[src/hdl/tunnel_pkg.sv]
// Shared constants, register map and carrier types of the tunnel framer
package tunnel_pkg;

	localparam logic [15:0] TUNNEL_MTU = 16'h05b4;
	localparam logic [15:0] IPV6_HDR = 16'h0028;
	localparam logic [15:0] IPV4_HDR = 16'h0014;
	localparam logic [15:0] TCP_MIN_HDR = 16'h0014;
	localparam logic [15:0] FRAG_HDR = 16'h0008;
	localparam logic [15:0] NO_LIMIT = 16'hffff;
	localparam logic [15:0] MSS_CLAMP = TUNNEL_MTU - IPV6_HDR - IPV4_HDR
		- TCP_MIN_HDR;
	localparam logic [15:0] CHUNK_A = (TUNNEL_MTU - IPV6_HDR - FRAG_HDR)
		& 16'hfff8;
	localparam logic [15:0] CHUNK_B = (TUNNEL_MTU - IPV6_HDR - IPV4_HDR)
		& 16'hfff8;
	localparam logic [7:0] ICMP_TYPE_UNREACH = 8'h03;
	localparam logic [7:0] ICMP_CODE_FRAG = 8'h04;

	localparam logic [7:0] REG_CTRL = 8'h00;
	localparam logic [7:0] REG_MAP_DHCP = 8'h04;
	localparam logic [7:0] REG_MAP_FILE = 8'h08;
	localparam logic [7:0] REG_STATUS = 8'h0c;
	localparam logic [7:0] REG_ADDR_BASE = 8'h10;
	localparam int ADDR_WORDS = 8;

	localparam int CTRL_EN_BIT = 0;
	localparam int CTRL_METHOD_BIT = 1;
	localparam int CTRL_MODE_LSB = 2;
	localparam int CTRL_MSS_BIT = 4;
	localparam logic [31:0] CTRL_RST = 32'h0000_0010;
	localparam int MAP_VALID_BIT = 0;
	localparam int MAP_MESH_BIT = 1;
	localparam int MAP_PREFIX_LSB = 8;

	typedef enum logic [1:0] {MODE_ENCAP_NAT, MODE_MAP_E, MODE_MAP_T}
		tunnel_mode_t;

	typedef struct packed {
		logic [15:0] total_len;
		logic dont_frag;
		logic is_tcp;
		logic mss_present;
		logic [15:0] mss;
		logic [31:0] src_v4;
		logic [31:0] dst_v4;
	} ipv4_pkt_t;

	typedef struct packed {
		logic [127:0] src_v6;
		logic [127:0] dst_v6;
		logic translated;
		logic [15:0] payload_len;
		logic frag_hdr;
		logic [12:0] frag_off;
		logic frag_more;
		logic inner_frag;
		logic [12:0] inner_off;
		logic inner_more;
		logic mss_rewrite;
		logic [15:0] mss;
	} tunnel_frame_t;

	typedef struct packed {
		logic [7:0] icmp_type;
		logic [7:0] icmp_code;
		logic [15:0] next_hop_mtu;
		logic [31:0] dst_v4;
	} icmp_err_t;

endpackage

[src/hdl/tunnel_framer.sv]
// Tunnel framer: frame planner, register slave and output FIFO
//
// Design decisions made here: the register addresses and the Wishbone interface to the registers.
`timescale 1ns/100ps

module frame_fifo #(
	parameter int W = 8,
	parameter int DEPTH = 4
) (
	input wire logic clk_i,
	input wire logic rst_i,
	input wire logic in_valid_i,
	input wire logic [W-1:0] in_data_i,
	output logic in_ready_o,
	output logic out_valid_o,
	output logic [W-1:0] out_data_o,
	input wire logic out_ready_i
);
	localparam int AW = (DEPTH > 1) ? $clog2(DEPTH) : 1;
	localparam int CW = $clog2(DEPTH + 1);

	typedef struct packed {
		logic [DEPTH-1:0][W-1:0] mem;
		logic [AW-1:0] wr;
		logic [AW-1:0] rd;
		logic [CW-1:0] cnt;
	} fifo_state_t;

	fifo_state_t cur;
	fifo_state_t next_cur;
	logic push;
	logic pop;

	assign in_ready_o = (cur.cnt != CW'(DEPTH));
	assign out_valid_o = (cur.cnt != '0);
	assign out_data_o = cur.mem[cur.rd];
	assign push = in_valid_i && in_ready_o;
	assign pop = out_valid_o && out_ready_i;

	always_comb
	begin
		next_cur = cur;
		if (push)
		begin
			next_cur.mem[cur.wr] = in_data_i;
			next_cur.wr = (cur.wr == AW'(DEPTH - 1)) ? '0 : cur.wr + 1'b1;
		end
		if (pop)
			next_cur.rd = (cur.rd == AW'(DEPTH - 1)) ? '0 : cur.rd + 1'b1;
		next_cur.cnt = cur.cnt + CW'(push) - CW'(pop);
	end

	always_ff @(posedge clk_i)
	begin
		if (rst_i)
			cur <= '0;
		else
			cur <= next_cur;
	end
endmodule // frame_fifo

module tunnel_framer
	import tunnel_pkg::*;
#(
	parameter int FIFO_DEPTH = 4
) (
	input wire logic clk_i,
	input wire logic rst_i,
	input wire logic wb_cyc_i,
	input wire logic wb_stb_i,
	input wire logic wb_we_i,
	input wire logic [7:0] wb_adr_i,
	input wire logic [3:0] wb_sel_i,
	input wire logic [31:0] wb_dat_i,
	output logic [31:0] wb_dat_o,
	output logic wb_ack_o,
	input wire logic pkt_valid_i,
	input wire ipv4_pkt_t pkt_i,
	output logic pkt_ready_o,
	output logic frame_valid_o,
	output tunnel_frame_t frame_o,
	input wire logic frame_ready_i,
	output logic icmp_valid_o,
	output icmp_err_t icmp_o,
	input wire logic icmp_ready_i
);
	typedef enum logic [1:0] {S_IDLE, S_EMIT, S_ICMP} fsm_t;

	typedef struct packed {
		fsm_t fsm;
		ipv4_pkt_t pkt;
		logic oversize;
		logic method_b;
		logic to_ce;
		tunnel_mode_t mode;
		logic [15:0] rem;
		logic [15:0] off;
		logic first;
		logic ack;
		logic [31:0] rdata;
		logic [31:0] ctrl;
		logic [31:0] map_dhcp;
		logic [31:0] map_file;
		logic [ADDR_WORDS-1:0][31:0] addr;
		logic [15:0] drop_cnt;
		logic [15:0] frag_cnt;
	} state_t;

	localparam int FW = $bits(tunnel_frame_t);

	state_t cur;
	state_t next_cur;
	tunnel_frame_t frm;
	logic [FW-1:0] fifo_dout;
	logic fifo_in_ready;
	logic fifo_in_valid;
	logic frame_push;
	logic wb_hit;
	logic take;
	logic take_big;
	logic [31:0] map_eff;
	logic [127:0] local_v6;
	logic [127:0] remote_v6;
	logic [15:0] limit;
	logic [15:0] chunk;
	logic last;
	logic [1:0] mode_raw;
	tunnel_mode_t mode_sel;
	logic mesh_hit;
	logic method_cfg;

	function automatic logic [31:0] merge(input logic [31:0] old,
		input logic [31:0] wd, input logic [3:0] sel);
		logic [31:0] r;
		r = old;
		for (int b = 0; b < 4; b++)
			if (sel[b])
				r[8*b +: 8] = wd[8*b +: 8];
		return r;
	endfunction

	assign wb_hit = wb_cyc_i && wb_stb_i && !cur.ack;
	assign wb_ack_o = cur.ack;
	assign wb_dat_o = cur.rdata;
	assign pkt_ready_o = (cur.fsm == S_IDLE);
	assign take = pkt_valid_i && pkt_ready_o && cur.ctrl[CTRL_EN_BIT];
	assign take_big = take && (pkt_i.total_len > TUNNEL_MTU);
	assign local_v6 = {cur.addr[0], cur.addr[1], cur.addr[2], cur.addr[3]};
	assign remote_v6 = {cur.addr[4], cur.addr[5], cur.addr[6], cur.addr[7]};
	assign method_cfg = cur.ctrl[CTRL_METHOD_BIT];
	assign mode_raw = cur.ctrl[CTRL_MODE_LSB +: 2];
	assign mode_sel = (mode_raw == 2'h3) ? MODE_ENCAP_NAT
		: tunnel_mode_t'(mode_raw);
	assign map_eff = cur.map_file[MAP_VALID_BIT] ? cur.map_file
		: cur.map_dhcp;
	assign mesh_hit = (mode_sel != MODE_ENCAP_NAT)
		&& map_eff[MAP_VALID_BIT] && map_eff[MAP_MESH_BIT]
		&& (map_eff[31:MAP_PREFIX_LSB]
		== pkt_i.dst_v4[31:MAP_PREFIX_LSB]);

	// Fragment size for the current frame
	assign limit = !cur.oversize ? NO_LIMIT
		: (cur.method_b ? CHUNK_B : CHUNK_A);
	assign chunk = (cur.rem > limit) ? limit : cur.rem;
	assign last = (cur.rem <= limit);
	assign fifo_in_valid = (cur.fsm == S_EMIT);
	assign frame_push = fifo_in_valid && fifo_in_ready;

	// Frame descriptor being emitted
	always_comb
	begin
		frm = '0;
		frm.src_v6 = local_v6;
		frm.dst_v6 = cur.to_ce ? {local_v6[127:64], 32'h0, cur.pkt.dst_v4}
			: remote_v6;
		frm.translated = (cur.mode == MODE_MAP_T);
		frm.frag_hdr = cur.oversize && !cur.method_b;
		frm.frag_off = cur.off[15:3];
		frm.frag_more = frm.frag_hdr && !last;
		frm.inner_frag = cur.method_b;
		frm.inner_off = cur.off[15:3];
		frm.inner_more = cur.method_b && !last;
		if (cur.method_b)
			frm.payload_len = IPV4_HDR + chunk;
		else if (cur.oversize)
			frm.payload_len = FRAG_HDR + chunk;
		else
			frm.payload_len = chunk;
		frm.mss_rewrite = cur.first && cur.ctrl[CTRL_MSS_BIT]
			&& cur.pkt.is_tcp && cur.pkt.mss_present
			&& (cur.pkt.mss > MSS_CLAMP);
		frm.mss = frm.mss_rewrite ? MSS_CLAMP : cur.pkt.mss;
	end

	// ICMP error built from the held packet
	assign icmp_valid_o = (cur.fsm == S_ICMP);
	always_comb
	begin
		icmp_o = '0;
		icmp_o.icmp_type = ICMP_TYPE_UNREACH;
		icmp_o.icmp_code = ICMP_CODE_FRAG;
		icmp_o.next_hop_mtu = TUNNEL_MTU;
		icmp_o.dst_v4 = cur.pkt.src_v4;
	end

	always_comb
	begin
		next_cur = cur;
		next_cur.ack = wb_hit;
		// Register slave
		if (wb_hit)
		begin
			next_cur.rdata = 32'h0;
			if (!wb_we_i)
			begin
				unique case (wb_adr_i)
					REG_CTRL: next_cur.rdata = cur.ctrl;
					REG_MAP_DHCP: next_cur.rdata = cur.map_dhcp;
					REG_MAP_FILE: next_cur.rdata = cur.map_file;
					REG_STATUS: next_cur.rdata = {cur.frag_cnt, cur.drop_cnt};
					default: next_cur.rdata = 32'h0;
				endcase
				for (int i = 0; i < ADDR_WORDS; i++)
					if (wb_adr_i == REG_ADDR_BASE + 8'(4 * i))
						next_cur.rdata = cur.addr[i];
			end
			else
			begin
				if (wb_adr_i == REG_CTRL)
					next_cur.ctrl = merge(cur.ctrl, wb_dat_i, wb_sel_i);
				if (wb_adr_i == REG_MAP_DHCP)
					next_cur.map_dhcp = merge(cur.map_dhcp, wb_dat_i, wb_sel_i);
				if (wb_adr_i == REG_MAP_FILE)
					next_cur.map_file = merge(cur.map_file, wb_dat_i, wb_sel_i);
				for (int i = 0; i < ADDR_WORDS; i++)
					if (wb_adr_i == REG_ADDR_BASE + 8'(4 * i))
						next_cur.addr[i] = merge(cur.addr[i], wb_dat_i, wb_sel_i);
			end
		end
		// Packet sequencer
		unique case (cur.fsm)
			S_IDLE:
			begin
				if (take)
				begin
					next_cur.pkt = pkt_i;
					next_cur.mode = mode_sel;
					next_cur.oversize = take_big;
					next_cur.to_ce = mesh_hit;
					next_cur.off = 16'h0;
					next_cur.first = 1'b1;
					if (take_big && pkt_i.dont_frag)
					begin
						next_cur.drop_cnt = cur.drop_cnt + 16'h1;
						next_cur.fsm = S_ICMP;
					end
					else
					begin
						next_cur.method_b = take_big && method_cfg
							&& (mode_sel != MODE_MAP_T);
						next_cur.rem = (next_cur.method_b
							|| mode_sel == MODE_MAP_T)
							? pkt_i.total_len - IPV4_HDR : pkt_i.total_len;
						if (take_big)
							next_cur.frag_cnt = cur.frag_cnt + 16'h1;
						next_cur.fsm = S_EMIT;
					end
				end
			end
			S_EMIT:
			begin
				if (frame_push)
				begin
					next_cur.rem = cur.rem - chunk;
					next_cur.off = cur.off + chunk;
					next_cur.first = 1'b0;
					if (last)
						next_cur.fsm = S_IDLE;
				end
			end
			S_ICMP:
			begin
				if (icmp_ready_i)
					next_cur.fsm = S_IDLE;
			end
			default: next_cur.fsm = S_IDLE;
		endcase
	end

	always_ff @(posedge clk_i)
	begin
		if (rst_i)
		begin
			cur <= '0;
			cur.ctrl <= CTRL_RST;
		end
		else
			cur <= next_cur;
	end

	frame_fifo #(
		.W(FW),
		.DEPTH(FIFO_DEPTH)
	) u_fifo (
		.clk_i(clk_i),
		.rst_i(rst_i),
		.in_valid_i(fifo_in_valid),
		.in_data_i(FW'(frm)),
		.in_ready_o(fifo_in_ready),
		.out_valid_o(frame_valid_o),
		.out_data_o(fifo_dout),
		.out_ready_i(frame_ready_i)
	);
	assign frame_o = tunnel_frame_t'(fifo_dout);
endmodule // tunnel_framer

[config.mk]
export PLATFORM = sky130hd
export DESIGN_NAME = tunnel_framer
export DESIGN_NICKNAME = d
export VERILOG_FILES = /design/src/hdl/tunnel_pkg.sv /design/src/hdl/tunnel_framer.sv
export SDC_FILE = /design/constraint.sdc
export NUM_CORES = 2
export LEC_CHECK = 0
export BUFFER_PORTS_ARGS = -buffer_cell sky130_fd_sc_hd__clkbuf_2
export CAP_MARGIN = 40
export CORE_MARGIN = 10
export CORE_UTILIZATION = 45
export CTS_CLUSTER_DIAMETER = 200
export CTS_CLUSTER_SIZE = 25
export DETAILED_ROUTE_END_ITERATION = 10
export PLACE_DENSITY = 0.72
export SYNTH_ARGS = -nofsm -noshare
export SYNTH_HDL_FRONTEND = slang
export SYNTH_SLANG_ARGS = --single-unit
[constraint.sdc]
create_clock -name clk_i -period 6.65 [get_ports clk_i]
set_input_delay 0.665 -clock clk_i [delete_from_list [all_inputs] [get_ports clk_i]]
set_output_delay 0.665 -clock clk_i [all_outputs]
set_load 0.01 [all_outputs]
# ---- Word level (Yosys, flattened, before mapping)
# Cells that the tools add are included.
dict set report classes {
  n_addsub 11
  shift 0
  reduce_logical 81
  bitwise_logic 1
  n_eq_ne 26
  n_div 0
  muxes 37
  magnitude_cmp 7
  n_mul 0
}
# operator n
set op_table {}
lappend op_table {{bitwise mux 1280 bit} 1}
lappend op_table {{binary-select mux 320 bit (select 2 bit)} 1}
lappend op_table {{demux 320 bit (select 2 bit)} 1}
lappend op_table {{2-to-1 mux 320 bit} 2}
lappend op_table {{2-to-1 mux 32 bit} 10}
lappend op_table {{AND reduction 4 bit} 47}
lappend op_table {{2-to-1 mux 139 bit} 1}
lappend op_table {{2-to-1 mux 128 bit} 1}
lappend op_table {{one-hot mux 32 bit (4 select lines)} 1}
lappend op_table {{2-to-1 mux 16 bit} 7}
lappend op_table {{one-hot mux 33 bit (2 select lines)} 1}
lappend op_table {{2-to-1 mux 33 bit} 1}
lappend op_table {{adder 16 x 1 -> 16 bit, second input constant} 2}
lappend op_table {{equality test 8 x 5 -> 1 bit, second input constant} 4}
lappend op_table {{equality test 8 x 6 -> 1 bit, second input constant} 4}
lappend op_table {{> comparator 16 x 11 -> 1 bit, second input constant} 2}
lappend op_table {{equality test 24 bit} 1}
lappend op_table {{logical AND 1 bit} 21}
lappend op_table {{adder 16 bit} 1}
lappend op_table {{adder 4 x 16 -> 16 bit, first input constant} 1}
lappend op_table {{adder 5 x 16 -> 16 bit, first input constant} 1}
lappend op_table {{equality test 8 x 4 -> 1 bit, second input constant} 2}
lappend op_table {{> comparator 16 bit} 1}
lappend op_table {{less-or-equal comparator 16 bit} 1}
lappend op_table {{26 further kinds} 48}
dict set report totals {
  regBits 1843
  rom_bits 0
  out_inout_bits 420
  input_bits 151
  mem_bits_rw 0
  mem_count 0
  latch_bits 0
  wordCells 233
}

# ---- Logic depth before layout (Yosys ltp)
dict set report depth {
  word_depth 11
  ltp_mapped 23
}

# ---- Hierarchy
# Synthesis repeated with hierarchy kept, for this count alone.
dict set report hier_totals {
  hier_cells 8413
  hier_area_um2 86309.0
}
# module instances cells_each area_each_um2 seq_area_each_um2
set by_module_without_submodules {}
lappend by_module_without_submodules {frame_fifo 1 4924 59488.3 25764.7}
lappend by_module_without_submodules {tunnel_framer 1 3489 26820.7 10790.3}

# ---- Worst setup path before layout
# OpenSTA, ideal clock, no wires.
dict set report synth_timing {
  path_kind {reg2reg}
  from {reg cur[454] (netlist name)}
  to {reg cur[449] (netlist name)}
  arrival_time_ns 4.652
  path_buffers 4
  required_ns 6.576
  setup_slack_ns 1.924
  synth_period_minus_slack_ns 4.726
  stages_incl_launch_ff 24
  path_cell_list {dfxtp_1 buf_2 and2_1 ha_1 and3b_1 o211ai_2 a31oi_2 o22ai_2 buf_6 buf_2 buf_2 nor2_1 nor2_1 inv_1 ha_1 o21a_1 o31a_1 o31ai_1 a21oi_1 a31o_2 a311o_1 xnor2_1 nand2_1 a31oi_1}
}
dict set report synth_via {
  elab_chain_cells 6
}
# element line_no
set synth_lines {}
lappend synth_lines {{start: declaration} tunnel_framer.sv:111} ;# state_t cur;
lappend synth_lines {{start signal: assignment} tunnel_framer.sv:298} ;# cur <= next_cur;
lappend synth_lines {{2-to-1 mux 16 bit (*)} tunnel_framer.sv:162} ;# assign limit = !cur.oversize ? NO_LIMIT
lappend synth_lines {{> comparator 16 bit} tunnel_framer.sv:164} ;# assign chunk = (cur.rem > limit) ? limit : cur.rem;
lappend synth_lines {{2-to-1 mux 16 bit (*)} tunnel_framer.sv:164}
lappend synth_lines {{subtractor 16 bit (*)} tunnel_framer.sv:274} ;# next_cur.rem = cur.rem - chunk;
lappend synth_lines {{2-to-1 mux 33 bit (*)} tunnel_framer.sv:272} ;# if (frame_push)
lappend synth_lines {{one-hot mux 33 bit (2 select lines) (*)} tunnel_framer.sv:241} ;# unique case (cur.fsm)
# Mark *: on every way between the ends. The rest lies on a longest branch, timed or not. The select of a mux whose other input is x is not followed.
# A chain may end at the register's enable or synchronous reset.

# ---- Worst setup path in the final report
# Ends and elaborated chain as after synthesis.

==> impl_metrics.json <==
{
  "async_flop_share_pct": 0,
  "fin_crit_sh_pct": 82.5,
  "combPwrFrac_pct": 8.6,
  "arrival_ns": 6.16,
  "p_int_w": 0.0134,
  "rsz0062_at_grt": "false",
  "cts_tree": "built",
  "p_switching_w": 0.00452,
  "ant_nets": 0,
  "ys_warn_count": 0,
  "tightest_slew_ns": 1.09,
  "wirelength_mm": 283,
  "dieArea_sq_mm": 0.181,
  "path_buf_inv": 1,
  "avgSynthCellArea_sq_um": 8.85,
  "p_per_area_mw_per_mm2": 223,
  "overflow": 0,
  "final_nets": 8621,
  "vias_per_cell": 6.08,
  "finalNonFillerCells": 10600,
  "fmax_mhz": 182,
  "synth_edf_count": 0,
  "pwr-share-clk_pct": 31.7,
  "nFillCells": 15400,
  "criticalPathCategory": "register to register",
  "cp_slowest_cell": "o22ai_2",
  "vias": 64600,
  "setup_tns_ns": 0,
  "drcViolationCount": 0,
  "drive_gt1_share_pct": 13.5,
  "grt_usage_pct": 29.5,
  "clkTransAtPathRegs_ns": 0.11,
  "crit_cells": 19,
  "root_buffer": "clkbuf_16",
  "seq_power_share_pct": 59.7,
  "ys_types": 91,
  "status": "complete, no violations",
  "dominantRegCellSynth": "dfxtp_1",
  "synth_cells": 8379,
  "clock-sinks": 1774,
  "cts_buffers": 80,
  "ys_seq_area_share_pct": 47.9,
  "drt_iter0_markers": 8533,
  "finalHoldViolCount": 0,
  "post_cts_buffers": 0,
  "sw_frac_of_total_pct": 25.2,
  "multi_input_area_sq_mm": 0.0354,
  "synth_area_leaders": "dfxtp_1 (48%), nand2_1 (12%), mux4_2 (9.4%)",
  "cp_max_fo": 20,
  "drt-wirelength-per-cell_um": 26.6,
  "antenna_found_initial": 61,
  "setup_viol": 0,
  "syn-cell-area_sq_mm": 0.0742,
  "rows": 148,
  "ff_latch_area_sq_mm": 0.0355,
  "coreArea_sq_mm": 0.163,
  "ctsResizeCount": 0,
  "cap_viol_max_count": 0,
  "setup_ws_ns": 1.16,
  "mostFrequentLayoutCell": "nand2_1",
  "initial_core_util_pct": 45.4,
  "critical_path_required_ns": 7.32,
  "ys_ff_latch": 1774,
  "grt_pass1_vias": 59400,
  "dieWidth_um": 426,
  "power.leakage_nw": 26.5,
  "slew_headroom_pct": 27.3,
  "totalPowerFinal_w": 0.0179,
  "rr_worst_depth": 19,
  "ios": 571,
  "clockBufferDepth": 3,
  "h-tree-depth": 3,
  "routabilityCongestion": 1.03,
  "dpl.cell_count": 10500,
  "synth_top_area_cell": "dfxtp_1",
  "hold_path_depth": 3,
  "peakVddDrop_uv": 254,
  "port_buffers": 538,
  "cts_hold_buf": 0,
  "layout_common_cells": "nand2_1 (2280), dfxtp_1 (1771), a21oi_1 (1109)",
  "startpoint_type": "register",
  "preCtsSetupSlack_ns": 1.23,
  "crit_family": "compound AO/OA/AOI/OAI gates",
  "slowest_delay_ns": 0.65,
  "dpl.hpwl_mm": 199,
  "synth.top_cell.area_share_pct": 47.9,
  "skew_ns": 0.0680,
  "hold_class": "input port to register",
  "grt_max_degree": 217,
  "cp-end-kind": "register",
  "maxSlewViolCount": 0,
  "grt_pass1_wl_mm": 408,
  "period_needed_ns": 5.49,
  "crit_chain": "buf_4, and2_1, ha_1, or4_1, o211ai_2, a31oi_2, o22ai_2, nor2_8, a21oi_1, ha_1, nor2b_1, o31a_1, o31ai_1, a21oi_1, a31o_2, a311o_1, xnor2_1, nand2_1, a31oi_1",
  "insertion_delay_ns": 0.79,
  "area_growth_pct": 8.24,
  "firstDrtPassIters": 10,
  "die_y_um": 426
}
routing by layer:
metal  track usage, %  vias to the layer above  routed length [um]  share of wire (%)
li1                 -                    29000                   -                  -
met2             45.2                     3558              128000                 45
met1             38.7                    31500              109000                 39
met4             18.7                       10               19500                6.9
met3             4.77                      643               26600                9.4
met5                0                        -                  65              0.023
kinds of logic after synthesis:
logic type | Yosys count | synth area share, %
buffers and inverters | 799 | 4.68
other | 2 | 0.0101
multiplexers | 447 | 11.2
XOR/XNOR | 101 | 1.20
AND/OR/NAND/NOR | 3131 | 16.7
flip-flops | 1774 | 47.9
adder cells (fa/ha/maj) | 62 | 1.08
AO/OA/AOI/OAI | 2063 | 17.2
final timing paths:
| check | start | to | slack [ns] |
|---|---|---|---|
| worst max-delay path | cur[454] | cur[449] | 1.16 |
| worst min-delay path | pkt_i[79] | cur[534] | 0.11 |
| worst max register to register | cur[454] | cur[449] | 1.16 |
| worst min register to register | u_fifo.cur[1048] | u_fifo.cur[1048] | 0.46 |
power by group through the flow:
| stage | clock network [W] | logic [W] | registers [W] |
|---|---|---|---|
| finish | 0.00569 | 0.00155 | 0.0107 |
| global route | 0.00609 | 0.00164 | 0.0107 |
| CTS | 0.00574 | 0.00156 | 0.0107 |
| detailed placement | 0 | 0.00155 | 0.0110 |
| global placement | 0 | 0.00151 | 0.0110 |
| floorplan | 0 | 0.00116 | 0.0109 |
sequential cells by signal, indices dropped and copies added, names as in the netlist:
| register | count |
|---|---|
| wb_ack_o | 1 |
| u_fifo.cur | 1235 |
| cur | 474 |
| icmp_o | 32 |
| wb_dat_o | 32 |
cell usage after synthesis (all sizes together) (41+ instances only):
library cell,n
xnor2,50
clkbuf,540
a22oi,98
inv,41
xor2,51
mux4,308
a211oi,336
nand3,80
a21oi,1112
buf,218
a22o,205
o21ai,175
dfxtp,1774
nor2b,48
mux2i,136
nor2,586
ha,59
nand2,2285
layout make-up:
cell class,count,share of cell area [%]
flip-flops and latches,1774,44.2
multi-input cells,5836,44.1
repair buffers,675,5.30
well taps,2175,3.39
clock buffers,83,2.51
inverters,41,0.192
diodes,46,0.143
clock inverters,6,0.108
metrics by stage:
| step | cell area (sq um) | utilization (%) | hold slack [ns] |
|---|---|---|---|
| 2_1_floorplan | 74300 | - | 0.420 |
| 3_3_place_gp | 77700 | 47.6 | 0.429 |
| 3_5_place_dp | 78100 | 47.8 | 0.437 |
| 4_1_cts | 80200 | 49.1 | 0.0788 |
| 5_1_grt | 80300 | 49.2 | 0.121 |
| 6_report | 80300 | 49.2 | 0.115 |
worst register-to-register path: stages, from the launching register on:
cell      delay (ns)
dfxtp_1         0.33
buf_4           0.22
and2_1          0.22
ha_1            0.21
or4_1           0.42
o211ai_2        0.10
a31oi_2         0.16
o22ai_2         0.65
nor2_8          0.07
a21oi_1         0.56
ha_1            0.35
nor2b_1         0.14
o31a_1          0.28
o31ai_1         0.42
a21oi_1         0.19
a31o_2          0.32
a311o_1         0.38
xnor2_1         0.16
nand2_1         0.07
a31oi_1         0.16
Note: power is estimated with default switching activity, not from simulation.
